[config.mk]
export PLATFORM = sky130hd
export DESIGN_NAME = srx_exec
export DESIGN_NICKNAME = d
export VERILOG_FILES = /design/src/hw/srx_pkg.sv /design/src/hw/srx_decode.sv /design/src/hw/srx_exec.sv
export SDC_FILE = /design/constraint.sdc
export NUM_CORES = 1
export LEC_CHECK = 0
export BUFFER_PORTS_ARGS = -buffer_cell sky130_fd_sc_hd__buf_2
export CAP_MARGIN = 0
export CORE_MARGIN = 1
export CORE_UTILIZATION = 50
export DETAILED_ROUTE_END_ITERATION = 12
export PLACE_DENSITY = 0.8
export SLEW_MARGIN = 20
export SYNTH_ARGS = -nofsm -noshare
export SYNTH_HDL_FRONTEND = slang
export SYNTH_SLANG_ARGS = --single-unit
[constraint.sdc]
create_clock -name CLK -period 2.2 [get_ports CLK]
set_clock_uncertainty 0.1 [all_clocks]
set_input_delay 0.33 -clock CLK [delete_from_list [all_inputs] [get_ports CLK]]
set_output_delay 0.33 -clock CLK [all_outputs]
set_load 0.1 [all_outputs]
[src/hw/srx_pkg.sv]
// Shared constants for the subroutine-return execution block
package srx_pkg;

  // ----------------------------------------------------------------
  // Widths
  // ----------------------------------------------------------------
  localparam int INSN_W = 14;
  localparam int DATA_W = 8;
  localparam int PC_W   = 13;

  // ----------------------------------------------------------------
  // Opcode patterns
  // ----------------------------------------------------------------
  // Literal return: 11 01xx kkkk kkkk, upper four bits decide
  localparam logic [3:0]        LIT_RET_HI   = 4'hd;
  localparam int                LIT_RET_POS  = 10;
  localparam logic [INSN_W-1:0] PLAIN_RET_OP = 14'h0008;
  localparam int                LIT_LSB      = 0;

  // ----------------------------------------------------------------
  // Timing: four phases per instruction cycle, two cycles per return
  // ----------------------------------------------------------------
  localparam logic [1:0] PHASE_Q1     = 2'h0;
  localparam logic [1:0] PHASE_Q4     = 2'h3;
  localparam int         RET_CYCLES   = 2;

  // ----------------------------------------------------------------
  // Reset values
  // ----------------------------------------------------------------
  localparam logic [DATA_W-1:0] ACC_RST = 8'h00;
  localparam logic [PC_W-1:0]   PC_RST  = 13'h0000;

  typedef enum logic [1:0] {
    SRX_EXEC  = 2'b00,
    SRX_IDLE2 = 2'b01
  } srx_state_type;

endpackage : srx_pkg

[src/hw/srx_decode.sv]
// Opcode decoder for the two return instructions
`timescale 1ns/1ps
module srx_decode
  import srx_pkg::*;
(
  input  wire logic [INSN_W-1:0] insn,
  output logic                   is_lit_ret,
  output logic                   is_plain_ret,
  output logic [DATA_W-1:0]      literal
);

  assign is_lit_ret   = (insn[INSN_W-1:LIT_RET_POS] == LIT_RET_HI);
  assign is_plain_ret = (insn == PLAIN_RET_OP);
  assign literal      = insn[LIT_LSB +: DATA_W];

endmodule : srx_decode

[src/hw/srx_exec.sv]
// Execution of the literal return and plain return instructions
//
// Operation
// [RULE_01] Literal return writes literal into accumulator
// [RULE_02] Literal return reloads counter from stack top
// [RULE_03] Plain return pops stack, keeps accumulator, flags
// [RULE_04] Plain return takes two cycles, second idle
// [RULE_05] Idle cycle flushes prefetch, fetches return address
`timescale 1ns/1ps
module srx_exec
  import srx_pkg::*;
(
  input  wire logic              CLK,
  input  wire logic              RST,
  input  wire logic [1:0]        PHASE,
  input  wire logic              INSN_VALID,
  input  wire logic [INSN_W-1:0] INSN,
  input  wire logic [PC_W-1:0]   STACK_TOP_ENTRY,
  output logic [DATA_W-1:0]      ACC,
  output logic                   ACC_WE,
  output logic [PC_W-1:0]        PROGRAM_COUNTER,
  output logic                   PC_LOAD,
  output logic                   STACK_POP,
  output logic                   FETCH_FLUSH,
  output logic                   BUSY
);

  logic                is_lit_ret;
  logic                is_plain_ret;
  logic [DATA_W-1:0]   literal;
  srx_state_type       state_q;
  logic                is_lit_q;
  logic                start;
  logic                q1;
  logic                q4;
  logic                pend_q;

  srx_decode u_dec (
    .insn         (INSN),
    .is_lit_ret   (is_lit_ret),
    .is_plain_ret (is_plain_ret),
    .literal      (literal)
  );

  assign q1    = (PHASE == PHASE_Q1);
  assign q4    = (PHASE == PHASE_Q4);
  // Decode sampled at Q1 of the first cycle only
  assign start = (state_q == SRX_EXEC) && q1 && INSN_VALID && (is_lit_ret || is_plain_ret);

  // ----------------------------------------------------------------
  // Cycle sequencing
  // ----------------------------------------------------------------
  // [RULE_04] two-cycle sequence
  always_ff @(posedge CLK) begin
    if (RST) begin
      state_q  <= SRX_EXEC;
      is_lit_q <= 1'b0;
    end else begin
      unique case (state_q)
        SRX_EXEC: begin
          if (start) begin
            is_lit_q <= is_lit_ret;
          end
          if (q4 && pend_q) begin
            state_q <= SRX_IDLE2;
          end
        end
        SRX_IDLE2: begin
          if (q4) begin
            state_q  <= SRX_EXEC;
            is_lit_q <= 1'b0;
          end
        end
        default: state_q <= SRX_EXEC;
      endcase
    end
  end

  // Pending flag: a return was decoded in this first cycle
  always_ff @(posedge CLK) begin
    if (RST) begin
      pend_q <= 1'b0;
    end else if (start) begin
      pend_q <= 1'b1;
    end else if (q4) begin
      pend_q <= 1'b0;
    end
  end

  // ----------------------------------------------------------------
  // Accumulator
  // ----------------------------------------------------------------
  // Literal captured at Q1 so a later fetch cannot disturb it
  logic [DATA_W-1:0] lit_q;
  always_ff @(posedge CLK) begin
    if (RST) begin
      lit_q <= ACC_RST;
    end else if (start) begin
      lit_q <= literal;
    end
  end

  // [RULE_01] write literal at Q4
  // [RULE_03] plain return leaves accumulator alone
  always_ff @(posedge CLK) begin
    if (RST) begin
      ACC    <= ACC_RST;
      ACC_WE <= 1'b0;
    end else begin
      ACC_WE <= 1'b0;
      if (state_q == SRX_EXEC && pend_q && q4 && is_lit_q) begin
        ACC    <= lit_q;
        ACC_WE <= 1'b1;
      end
    end
  end

  // ----------------------------------------------------------------
  // Program counter and stack
  // ----------------------------------------------------------------
  // [RULE_02] load counter from stack top
  // [RULE_03] pop the stack
  always_ff @(posedge CLK) begin
    if (RST) begin
      PROGRAM_COUNTER <= PC_RST;
      PC_LOAD         <= 1'b0;
      STACK_POP       <= 1'b0;
    end else begin
      PC_LOAD   <= 1'b0;
      STACK_POP <= 1'b0;
      if (state_q == SRX_EXEC && pend_q && q4) begin
        PROGRAM_COUNTER <= STACK_TOP_ENTRY;
        PC_LOAD         <= 1'b1;
        STACK_POP       <= 1'b1;
      end
    end
  end

  // [RULE_05] discard prefetch during idle cycle
  always_ff @(posedge CLK) begin
    if (RST) begin
      FETCH_FLUSH <= 1'b0;
    end else begin
      FETCH_FLUSH <= (state_q == SRX_EXEC) && pend_q && q4;
    end
  end

  // [RULE_04] busy over both cycles
  always_ff @(posedge CLK) begin
    if (RST) begin
      BUSY <= 1'b0;
    end else begin
      BUSY <= start || pend_q || (state_q == SRX_IDLE2 && !q4);
    end
  end

  // ----------------------------------------------------------------
  // Checks
  // ----------------------------------------------------------------
  property p_lit_acc;
    @(posedge CLK) disable iff (RST)
      (start && is_lit_ret) |-> ##4 (ACC_WE && (ACC == $past(literal, 4)));
  endproperty
  a_lit_acc: assert property (p_lit_acc) else $error("literal not written"); // RULE_01

  property p_pc_load;
    @(posedge CLK) disable iff (RST)
      PC_LOAD |-> (PROGRAM_COUNTER == $past(STACK_TOP_ENTRY));
  endproperty
  a_pc_load: assert property (p_pc_load) else $error("counter not from stack"); // RULE_02

  property p_plain_noacc;
    @(posedge CLK) disable iff (RST)
      (start && is_plain_ret) |-> (!ACC_WE) [*5];
  endproperty
  a_plain_noacc: assert property (p_plain_noacc) else $error("plain return wrote acc"); // RULE_03

  property p_pop_pair;
    @(posedge CLK) disable iff (RST)
      PC_LOAD |-> STACK_POP;
  endproperty
  a_pop_pair: assert property (p_pop_pair) else $error("load without pop"); // RULE_03

  property p_idle;
    @(posedge CLK) disable iff (RST)
      (state_q == SRX_IDLE2) && ($past(state_q) == SRX_IDLE2) |->
        (!PC_LOAD && !ACC_WE && !STACK_POP);
  endproperty
  a_idle: assert property (p_idle) else $error("activity in idle cycle"); // RULE_04

  property p_two_cycles;
    @(posedge CLK) disable iff (RST)
      start |-> ##4 (state_q == SRX_IDLE2) ##4 (state_q == SRX_EXEC);
  endproperty
  a_two_cycles: assert property (p_two_cycles) else $error("not two cycles"); // RULE_04

  property p_flush;
    @(posedge CLK) disable iff (RST)
      PC_LOAD |-> (FETCH_FLUSH && state_q == SRX_IDLE2);
  endproperty
  a_flush: assert property (p_flush) else $error("no flush on return"); // RULE_05

  property p_busy;
    @(posedge CLK) disable iff (RST)
      FETCH_FLUSH |-> BUSY;
  endproperty
  a_busy: assert property (p_busy) else $error("busy dropped early"); // RULE_04

  property p_plain_pop;
    @(posedge CLK) disable iff (RST)
      (start && is_plain_ret) |-> ##4 (PC_LOAD && STACK_POP && !ACC_WE);
  endproperty
  a_plain_pop: assert property (p_plain_pop) else $error("plain return did not pop"); // RULE_03

  property p_lit_pc;
    @(posedge CLK) disable iff (RST)
      (start && is_lit_ret) |-> ##4 (PC_LOAD && PROGRAM_COUNTER == $past(STACK_TOP_ENTRY));
  endproperty
  a_lit_pc: assert property (p_lit_pc) else $error("literal return missed load"); // RULE_02

  property p_acc_hold;
    @(posedge CLK) disable iff (RST)
      !ACC_WE |-> $stable(ACC);
  endproperty
  a_acc_hold: assert property (p_acc_hold) else $error("acc changed without write"); // RULE_03

endmodule : srx_exec

[Word-level counts from Yosys, hierarchy flattened]
Cells that the tools add are included.
Word-level totals
  bits in registers: 37
  bits of input ports: 32
  output and inout port bits: 26
  logic and storage cells: 44
Operators by class
  eq/ne operators: 7
  multiplexer cells: 9
  reduce and logical (&&, ||, !) cells: 18
Operators with widths (number)
  == test 14 x 4 -> 1 bit, second input constant: 1
  logical AND 1 bit: 8
  inequality test 2 bit, second input constant: 3
  2-to-1 mux 1 bit: 5
  == test 4 bit, second input constant: 1
  logical NOT 2 bit: 2
  2-to-1 mux 2 bit: 2
  case mux 2 bit (2 select lines): 1
  nonzero test 2 bit: 2
  logical OR 1 bit: 3
  AND reduction 3 bit: 1
  == test 2 x 1 -> 1 bit, second input constant: 1
  == test 2 bit, second input constant: 1
  case mux 1 bit (2 select lines): 1
  AND reduction 2 bit: 1
  logical NOT 1 bit: 1

[Longest topological paths before layout]
Gate-level depths: netlist (run 1).
  word-level depth: 6
  mapped depth: 5
  mapped depth without buffers: 4

[Cells and area by module]
A second synthesis (run 1) with hierarchy kept.
Unflattened totals
  cell total of the unflattened synthesis: 170
  area, all modules: 1412.6 um^2
Modules (own cells, without submodules)
  srx_exec: times used 1, cells each 156, area an instance 1308.8 um^2, seq. area each 700.7 um^2
  srx_decode: times used 1, cells each 14, area an instance 103.8 um^2, seq. area each 0.0 um^2

[Worst setup path after synthesis (run 1)]
No wires, ideal clock.
  path type: register to output
  from: register STACK_POP (netlist name)
  to: output port PC_LOAD
  arrival: 1374 ps
  path slack: 396 ps
  cell stages (with the launch flop): 2
  path buffers: 1
  cell sequence: dfxtp_1 buf_4
RTL lines
  to (decl): RTL line srx_exec.sv:22  | output logic PC_LOAD,

[Final worst setup path (run 1)]
  from: register state_q[0]
  to: register lit_q[3]
Between the ends
  longest elaborated chain between the ends: 4
Ends and longest elaborated chain
  from (decl): RTL line srx_exec.sv:31  | srx_state_type state_q;
  from (signal assigned): RTL line srx_exec.sv:56  | state_q <= SRX_EXEC;
  from (signal assigned): RTL line srx_exec.sv:65  | state_q <= SRX_IDLE2;
  from (signal assigned): RTL line srx_exec.sv:70  | state_q <= SRX_EXEC;
  logical NOT 2 bit: RTL line srx_exec.sv:48  | assign start = (state_q == SRX_EXEC) && q1 && INSN_VALID && (is_lit_ret || is_plain_ret);
  logical AND 1 bit (3 in series): RTL line srx_exec.sv:48
  to (signal assigned): RTL line srx_exec.sv:99  | lit_q <= literal;
  to (decl): RTL line srx_exec.sv:94  | logic [DATA_W-1:0] lit_q;
No other way between the ends.
A chain may end at the register's enable or synchronous reset.

==> metrics, run 1 <==
total setup buffers inserted after CTS=0; origin of the critical flop-to-flop path=state_q[0]; post-route ant nets=0; die extent in x=55.0 microns; worst-path fanout max=10; Final Hold Viols=0; post-synthesis register bit count=35; clock buffer depth=2; drt wl/cell=12.8 microns; Skew-Pair Late Insertion Delay=0.34 ns; GRT overflow=0; die footprint=3030 sq um; Crit path required time=2.35 ns; Worst-Margin Slew=0.602 ns; drt via density=5.38; Clock Pin Slew Worst Setup and Hold Paths=0.10 ns; unrepaired setup endpoints after global routing=no; number of global-route vias before repair=1184; Fillers=249; Final Core Density=67.9%; Hold/Removal Path Class=input port to flip-flop; setup TNS=0 ns; Area Overhead vs Synth=24.0%; Crit-path slowest cell=nor4b_4; number of CTS-inserted buffers=5; DR iter-0 viols=39; final setup vio count=0; FMAX=597 MHz; commonest non-fill, non-tap cell in the layout=buf_2; initial antenna violation count=0; core box area=2570 sq um; CP Capture Type=flip-flop; Via Count=1367; Netlist cell types=28; global-route usage over all layers=23.6%; HP Start=STACK_TOP_ENTRY[10]; H-tree levels=2; worst r2r dst=lit_q[3]; Cells after Synth=170; WHS=0.117 ns; fin cells=254; Chip Height=55.0 microns; fin. max-slew vios=0; top cells by area, synth=dfxtp_1, nand2_1, a21oi_1; Final Wtd Congestion=0.856; Cell Area, Synth=1410 sq um; clock sinks=35; DP HPWL=2410 microns; DRC viols=0; nets=256; hold worst-path end=PROGRAM_COUNTER[10]; crit path cell chain=nor4b_4, nand2_2, o32a_1, o311ai_1; Post-Route WL=3240 microns; total power=1070 uW; fin crit share=76.2%; Root Buffer=clkbuf_4; Syn Nets=202; status=completed; VDD IR max=0.000557 V; crit-path max cell delay=0.58 ns; CTS tree=done; io pins=58; total iterations of the first detailed-routing run=4; R2R cell count=4; hold path depth=3; pwr dens=614 nW/um^2; slew margin rel.=59.7%; CTS Hold Bufs=0; Max-cap violations=0; startpoint types=flip-flop; commonest non-fill, non-tap cells in the layout=buf_2, nand2_1, dfxtp_1, a21oi_1, nand3_1; crit path DAT=1.83 ns; global-route wire length before repair=4970 microns; Port Buf Inserts=57; post-synthesis sequential area ratio=49.8%; mean post-synth cell area=8.27 sq um; Leakage=0.000742 uW; placed insts=247; largest net degree at the start of global routing=30; area share of the largest cell type after synthesis=49.8%; number of diodes=0; crit path kind=flip-flop to flip-flop; cell taking the most area after synthesis=dfxtp_1; initial core utilization=54.8%; row count=18; Synthesis Warnings=0; post-CTS resize count=0; flop2flop setup slack=0.52 ns; fraction of layout instances using a drive strength above 1=30.8%; Final Critical Period=1.68 ns
power breakdown:
part	total, uW	leakage, uW	internal [uW]	switching (uW)
clock network	355	0.0000341	148	207
registers	642	0.000282	638	3.50
logic	74.7	0.000426	32.1	42.6
synth_stat cells:
master / number
a211oi_1: 2
a21oi_1: 28
a31oi_1: 2
and3_1: 1
and4_1: 1
and4b_1: 1
and4b_2: 1
buf_2: 3
buf_4: 2
clkbuf_1: 7
dfxtp_1: 35
inv_1: 2
nand2_1: 49
nand2_2: 1
nand3_1: 9
nand4_1: 2
nand4b_1: 2
nor2_1: 2
nor2b_1: 1
nor4_1: 3
nor4b_4: 1
o211ai_1: 1
o21ai_0: 1
o221ai_1: 5
o311ai_1: 1
o32a_1: 1
or3_1: 5
or4b_1: 1
worst max-delay path, delay by kind of cell (launching register included):
kind | cells | cell delay [ns]
AOI/OAI and AO/OA | 2 | 0.31
DFF | 1 | 0.39
and+or+nand+nor | 2 | 0.79
final cells by class:
class / instances / area (sq um) / area share, %
sequential: 35 / 701 / 40.2
clock inverter: 1 / 5.00 / 0.287
inverter: 2 / 7.51 / 0.430
timing repair buffer: 59 / 300 / 17.2
tap: 30 / 37.5 / 2.15
multi-input combinational: 121 / 642 / 36.8
clock buffer: 6 / 51.3 / 2.94
worst max-delay path by stage:
stage | from | end | slack, ns | cells past startpoint
floorplan | STACK_POP | PC_LOAD | 0.40 | 1
global route | state_q[0] | lit_q[3] | 0.41 | 4
global placement | PHASE[1] | lit_q[3] | 0.53 | 5
finish | state_q[0] | lit_q[3] | 0.52 | 4
detailed placement | PHASE[1] | lit_q[3] | 0.48 | 5
CTS | state_q[0] | lit_q[3] | 0.54 | 4
per-stage QoR:
stage | cell area (sq um) | worst slack (ns)
floorplan | 1410 | 0.396
global placement | 1690 | 0.532
detailed placement | 1690 | 0.484
CTS | 1740 | 0.539
global route | 1740 | 0.413
finish | 1740 | 0.525
layer usage:
layer  global-route usage (%)  wire length, microns  vias up
met4                     13.8                    59        0
met1                     27.5                  1430      612
met2                     38.8                  1610       43
met3                     6.01                   141        7
met5                        0                     0        -
li1                         -                     -      705
sequential cells by signal, indices dropped and copies added (netlist names):
signal	flops
PROGRAM_COUNTER	13
BUSY	1
ACC	8
ACC_WE	1
lit_q	8
STACK_POP	1
pend_q	1
is_lit_q	1
state_q	1
cells by family after synthesis:
logic type,count (synthesis),synth area share [%]
and+or+nand+nor,80,28.4
AOI/OAI and AO/OA,41,17.3
DFF,35,49.8
buffers and inverters,14,4.54
No activity file was read; power rests on OpenSTA's default activity.
==> run 2, diff against run 1 <==
--- a/config.mk
+++ b/config.mk
@@ -8,9 +8,9 @@
 export BUFFER_PORTS_ARGS = -buffer_cell sky130_fd_sc_hd__buf_2
 export CAP_MARGIN = 0
 export CORE_MARGIN = 1
-export CORE_UTILIZATION = 50
+export CORE_UTILIZATION = 42
 export DETAILED_ROUTE_END_ITERATION = 12
-export PLACE_DENSITY = 0.8
+export PLACE_DENSITY = 0.71
 export SLEW_MARGIN = 20
 export SYNTH_ARGS = -nofsm -noshare
 export SYNTH_HDL_FRONTEND = slang
==> constraint.sdc (replaced) <==
create_clock -name CLK -period 1.5 [get_ports CLK]
set_clock_uncertainty 0.1 [all_clocks]
set_input_delay 0.225 -clock CLK [delete_from_list [all_inputs] [get_ports CLK]]
set_output_delay 0.225 -clock CLK [all_outputs]
set_load 0.1 [all_outputs]
==> run 2 against run 1 <==
First-iteration DRC count rose by 64%. Critical endpoint is now PROGRAM_COUNTER[7]. Via count rose by 2.2%. Register-to-register slack got worse by 0.45 ns. Die area rose by 18%. Clock power rose by 100%. Utilization fell by 6.8 points. Largest power group unchanged. Sequential share of layout area fell by 2.9 points. Non-clock buffer count rose by 11.
==> metrics, run 2 (synthesis gave the netlist of run 1 again) <==
number of diodes=0 (unchanged); VDD IR max=0.000803 V (was 0.000557 V); row count=20 (was 18); Final Critical Period=1.45 ns; Chip Height=59.9 microns (was 55.0 microns); Via Count=1397 (was 1367); Post-Route WL=3290 microns (was 3240 microns); CP Capture Type=output port (was flip-flop); pwr dens=937 nW/um^2 (was 614 nW/um^2); commonest non-fill, non-tap cells in the layout=buf_2, nand2_1, dfxtp_1, a21oi_1, nand3_1 (unchanged); nets=267 (was 256); DP Worst Slack=-0.0551 ns (was 0.484 ns); drt via density=4.99 (was 5.38); FMAX=692 MHz; die extent in x=59.9 microns (was 55.0 microns); fin crit share=96.4%; flop2flop setup slack=0.07 ns (was 0.52 ns); Skew-Pair Late Insertion Delay=0.34 ns (about the same); global-route wire length before repair=5270 microns (was 4970 microns); CP Capture Point=PROGRAM_COUNTER[7] (was lit_q[3]); Root Buffer=clkbuf_4 (unchanged); fraction of layout instances using a drive strength above 1=33.5% (was 30.8%); global route hottest layer=met2 (unchanged); setup TNS=0 ns (unchanged); final setup vio count=0 (unchanged); core box area=3100 sq um (was 2570 sq um); CTS tree=done (unchanged); Final Core Density=61.1% (was 67.9%); number of CTS-inserted buffers=5 (unchanged); die footprint=3580 sq um (was 3030 sq um); crit path cell chain=buf_2 (was nor4b_4, nand2_2, o32a_1, o311ai_1); Crit path required time=1.17 ns (was 2.35 ns); Final WS setup=0.0542 ns (was 0.525 ns); drt wl/cell=11.8 microns (was 12.8 microns); met3 GRT Util=5.63% (was 6.01%); origin of the critical flop-to-flop path=state_q[0] (unchanged); M1 GR Usage=25.7% (was 27.5%); crit path kind=flip-flop to output port (was flip-flop to flip-flop); H-tree levels=2 (unchanged); startpoint types=flip-flop (unchanged); placed insts=267 (was 247); CP top delay family=buffers and inverters (was simple AND/OR/NAND/NOR gates); unrepaired setup endpoints after global routing=no (unchanged); R2R cell count=2 (was 4); Crit-path slowest cell=buf_2 (was nor4b_4); DR iter-0 viols=64 (was 39); io pins=58 (unchanged); Leakage=0.000809 uW (was 0.000742 uW); status=completed (unchanged); max reg flops=13 (unchanged); crit-path max cell delay=0.43 ns (was 0.58 ns); DRC viols=0 (unchanged); post-route ant nets=0 (unchanged); Final Wtd Congestion=0.744 (was 0.856); global-route usage over all layers=20.1% (was 23.6%); clock sinks=35 (unchanged); worst-path fanout max=2 (was 10); GRT overflow=0 (unchanged); Clock Pin Slew Worst Setup and Hold Paths=0.11 ns (was 0.10 ns); initial core utilization=45.3% (was 54.8%); Hold/Removal Path Class=input port to flip-flop (unchanged); CP Buf/Inv Count=1 (was 0); number of global-route vias before repair=1228 (was 1184); Final Hold Viols=0 (unchanged); DP HPWL=2260 microns (was 2410 microns); largest registers=PROGRAM_COUNTER (13), ACC (8), lit_q (8) (unchanged); Max-cap violations=0 (unchanged); Area Overhead vs Synth=34.8% (was 24.0%); Top reg by flops=PROGRAM_COUNTER (unchanged); Worst-Margin Slew=0.487 ns (was 0.602 ns); commonest non-fill, non-tap cell in the layout=buf_2 (unchanged); initial antenna violation count=0 (unchanged); routing usage on met2=31.4% (was 38.8%); Port Buf Inserts=57 (unchanged); WHS=0.00694 ns (was 0.117 ns); total iterations of the first detailed-routing run=4 (unchanged); worst r2r dst=lit_q[3] (unchanged); crit path DAT=1.12 ns (was 1.83 ns); largest net degree at the start of global routing=30 (unchanged); Levels on crit path=1 (was 4); fin cells=280 (was 254); slew margin rel.=67.3% (was 59.7%); fin. max-slew vios=0 (unchanged); clock buffer depth=2 (unchanged); CP startpoint=PROGRAM_COUNTER[7] (was state_q[0]); total setup buffers inserted after CTS=0 (unchanged)
-- run 2: cell types whose count changed in the layout (fill, tap and decap cells not counted) --
cell | previous run | this run
bufinv_16 | 0 | 1
or4b_4 | 0 | 1
or4b_1 | 1 | 0
dlygate4sd3_1 | 0 | 5
buf_4 | 2 | 8
dfxtp_1 | 35 | 33
dfxtp_2 | 0 | 1
dfxtp_4 | 0 | 1
-- run 2: how the worst min path moves through the flow --
stage / start / end / cells after the start
after global placement: PROGRAM_COUNTER[2] / PROGRAM_COUNTER[2] / 2
after global routing: STACK_TOP_ENTRY[12] / PROGRAM_COUNTER[12] / 3
final: STACK_TOP_ENTRY[2] / PROGRAM_COUNTER[2] / 3
after detailed placement: PROGRAM_COUNTER[8] / PROGRAM_COUNTER[8] / 2
after floorplan: STACK_TOP_ENTRY[0] / PROGRAM_COUNTER[0] / 2
after CTS: STACK_TOP_ENTRY[7] / PROGRAM_COUNTER[7] / 3
-- run 2: final cells by class --
| class | count | area (sq um) |
|---|---|---|
| fillers | 328 | 1210 |
| inverters | 2 | 7.51 |
| repair buffers | 70 | 395 |
| clock inverters | 2 | 35.0 |
| clock buffers | 6 | 51.3 |
| flip-flops and latches | 35 | 706 |
| well taps | 44 | 55.1 |
| multi-input cells | 121 | 646 |
-- run 2: where the power goes --
group          switching, uW  leakage (uW)  total [uW]  internal [uW]
Clock                    316     0.0000482         709            394
Sequential              4.80      0.000283         939            935
Combinational           66.1      0.000477         127           61.1
Total                    387      0.000809        1780           1390
-- run 2: per-stage QoR --
stage	total power, uW	area (sq um)
6_report	1780	1900
4_1_cts	1790	1890
3_5_place_dp	1080	1750
5_1_grt	1850	1900
2_1_floorplan	1010	1410
3_3_place_gp	1080	1750
-- run 2: timing repair --
| item | in CTS | in global routing |
|---|---|---|
| pin swaps | 1 | 1 |
| hold buffers | 5 | 0 |
| resized for setup | 1 | 2 |
| endpoints found under the hold margin | 5 | 0 |
| endpoints found under the setup margin | 4 | 11 |
-- run 2: per-layer routing --
metal	vias up	share of wire, %
li1	727	-
met1	621	47
met2	44	45
met3	5	6.0
met4	0	1.9
met5	-	0
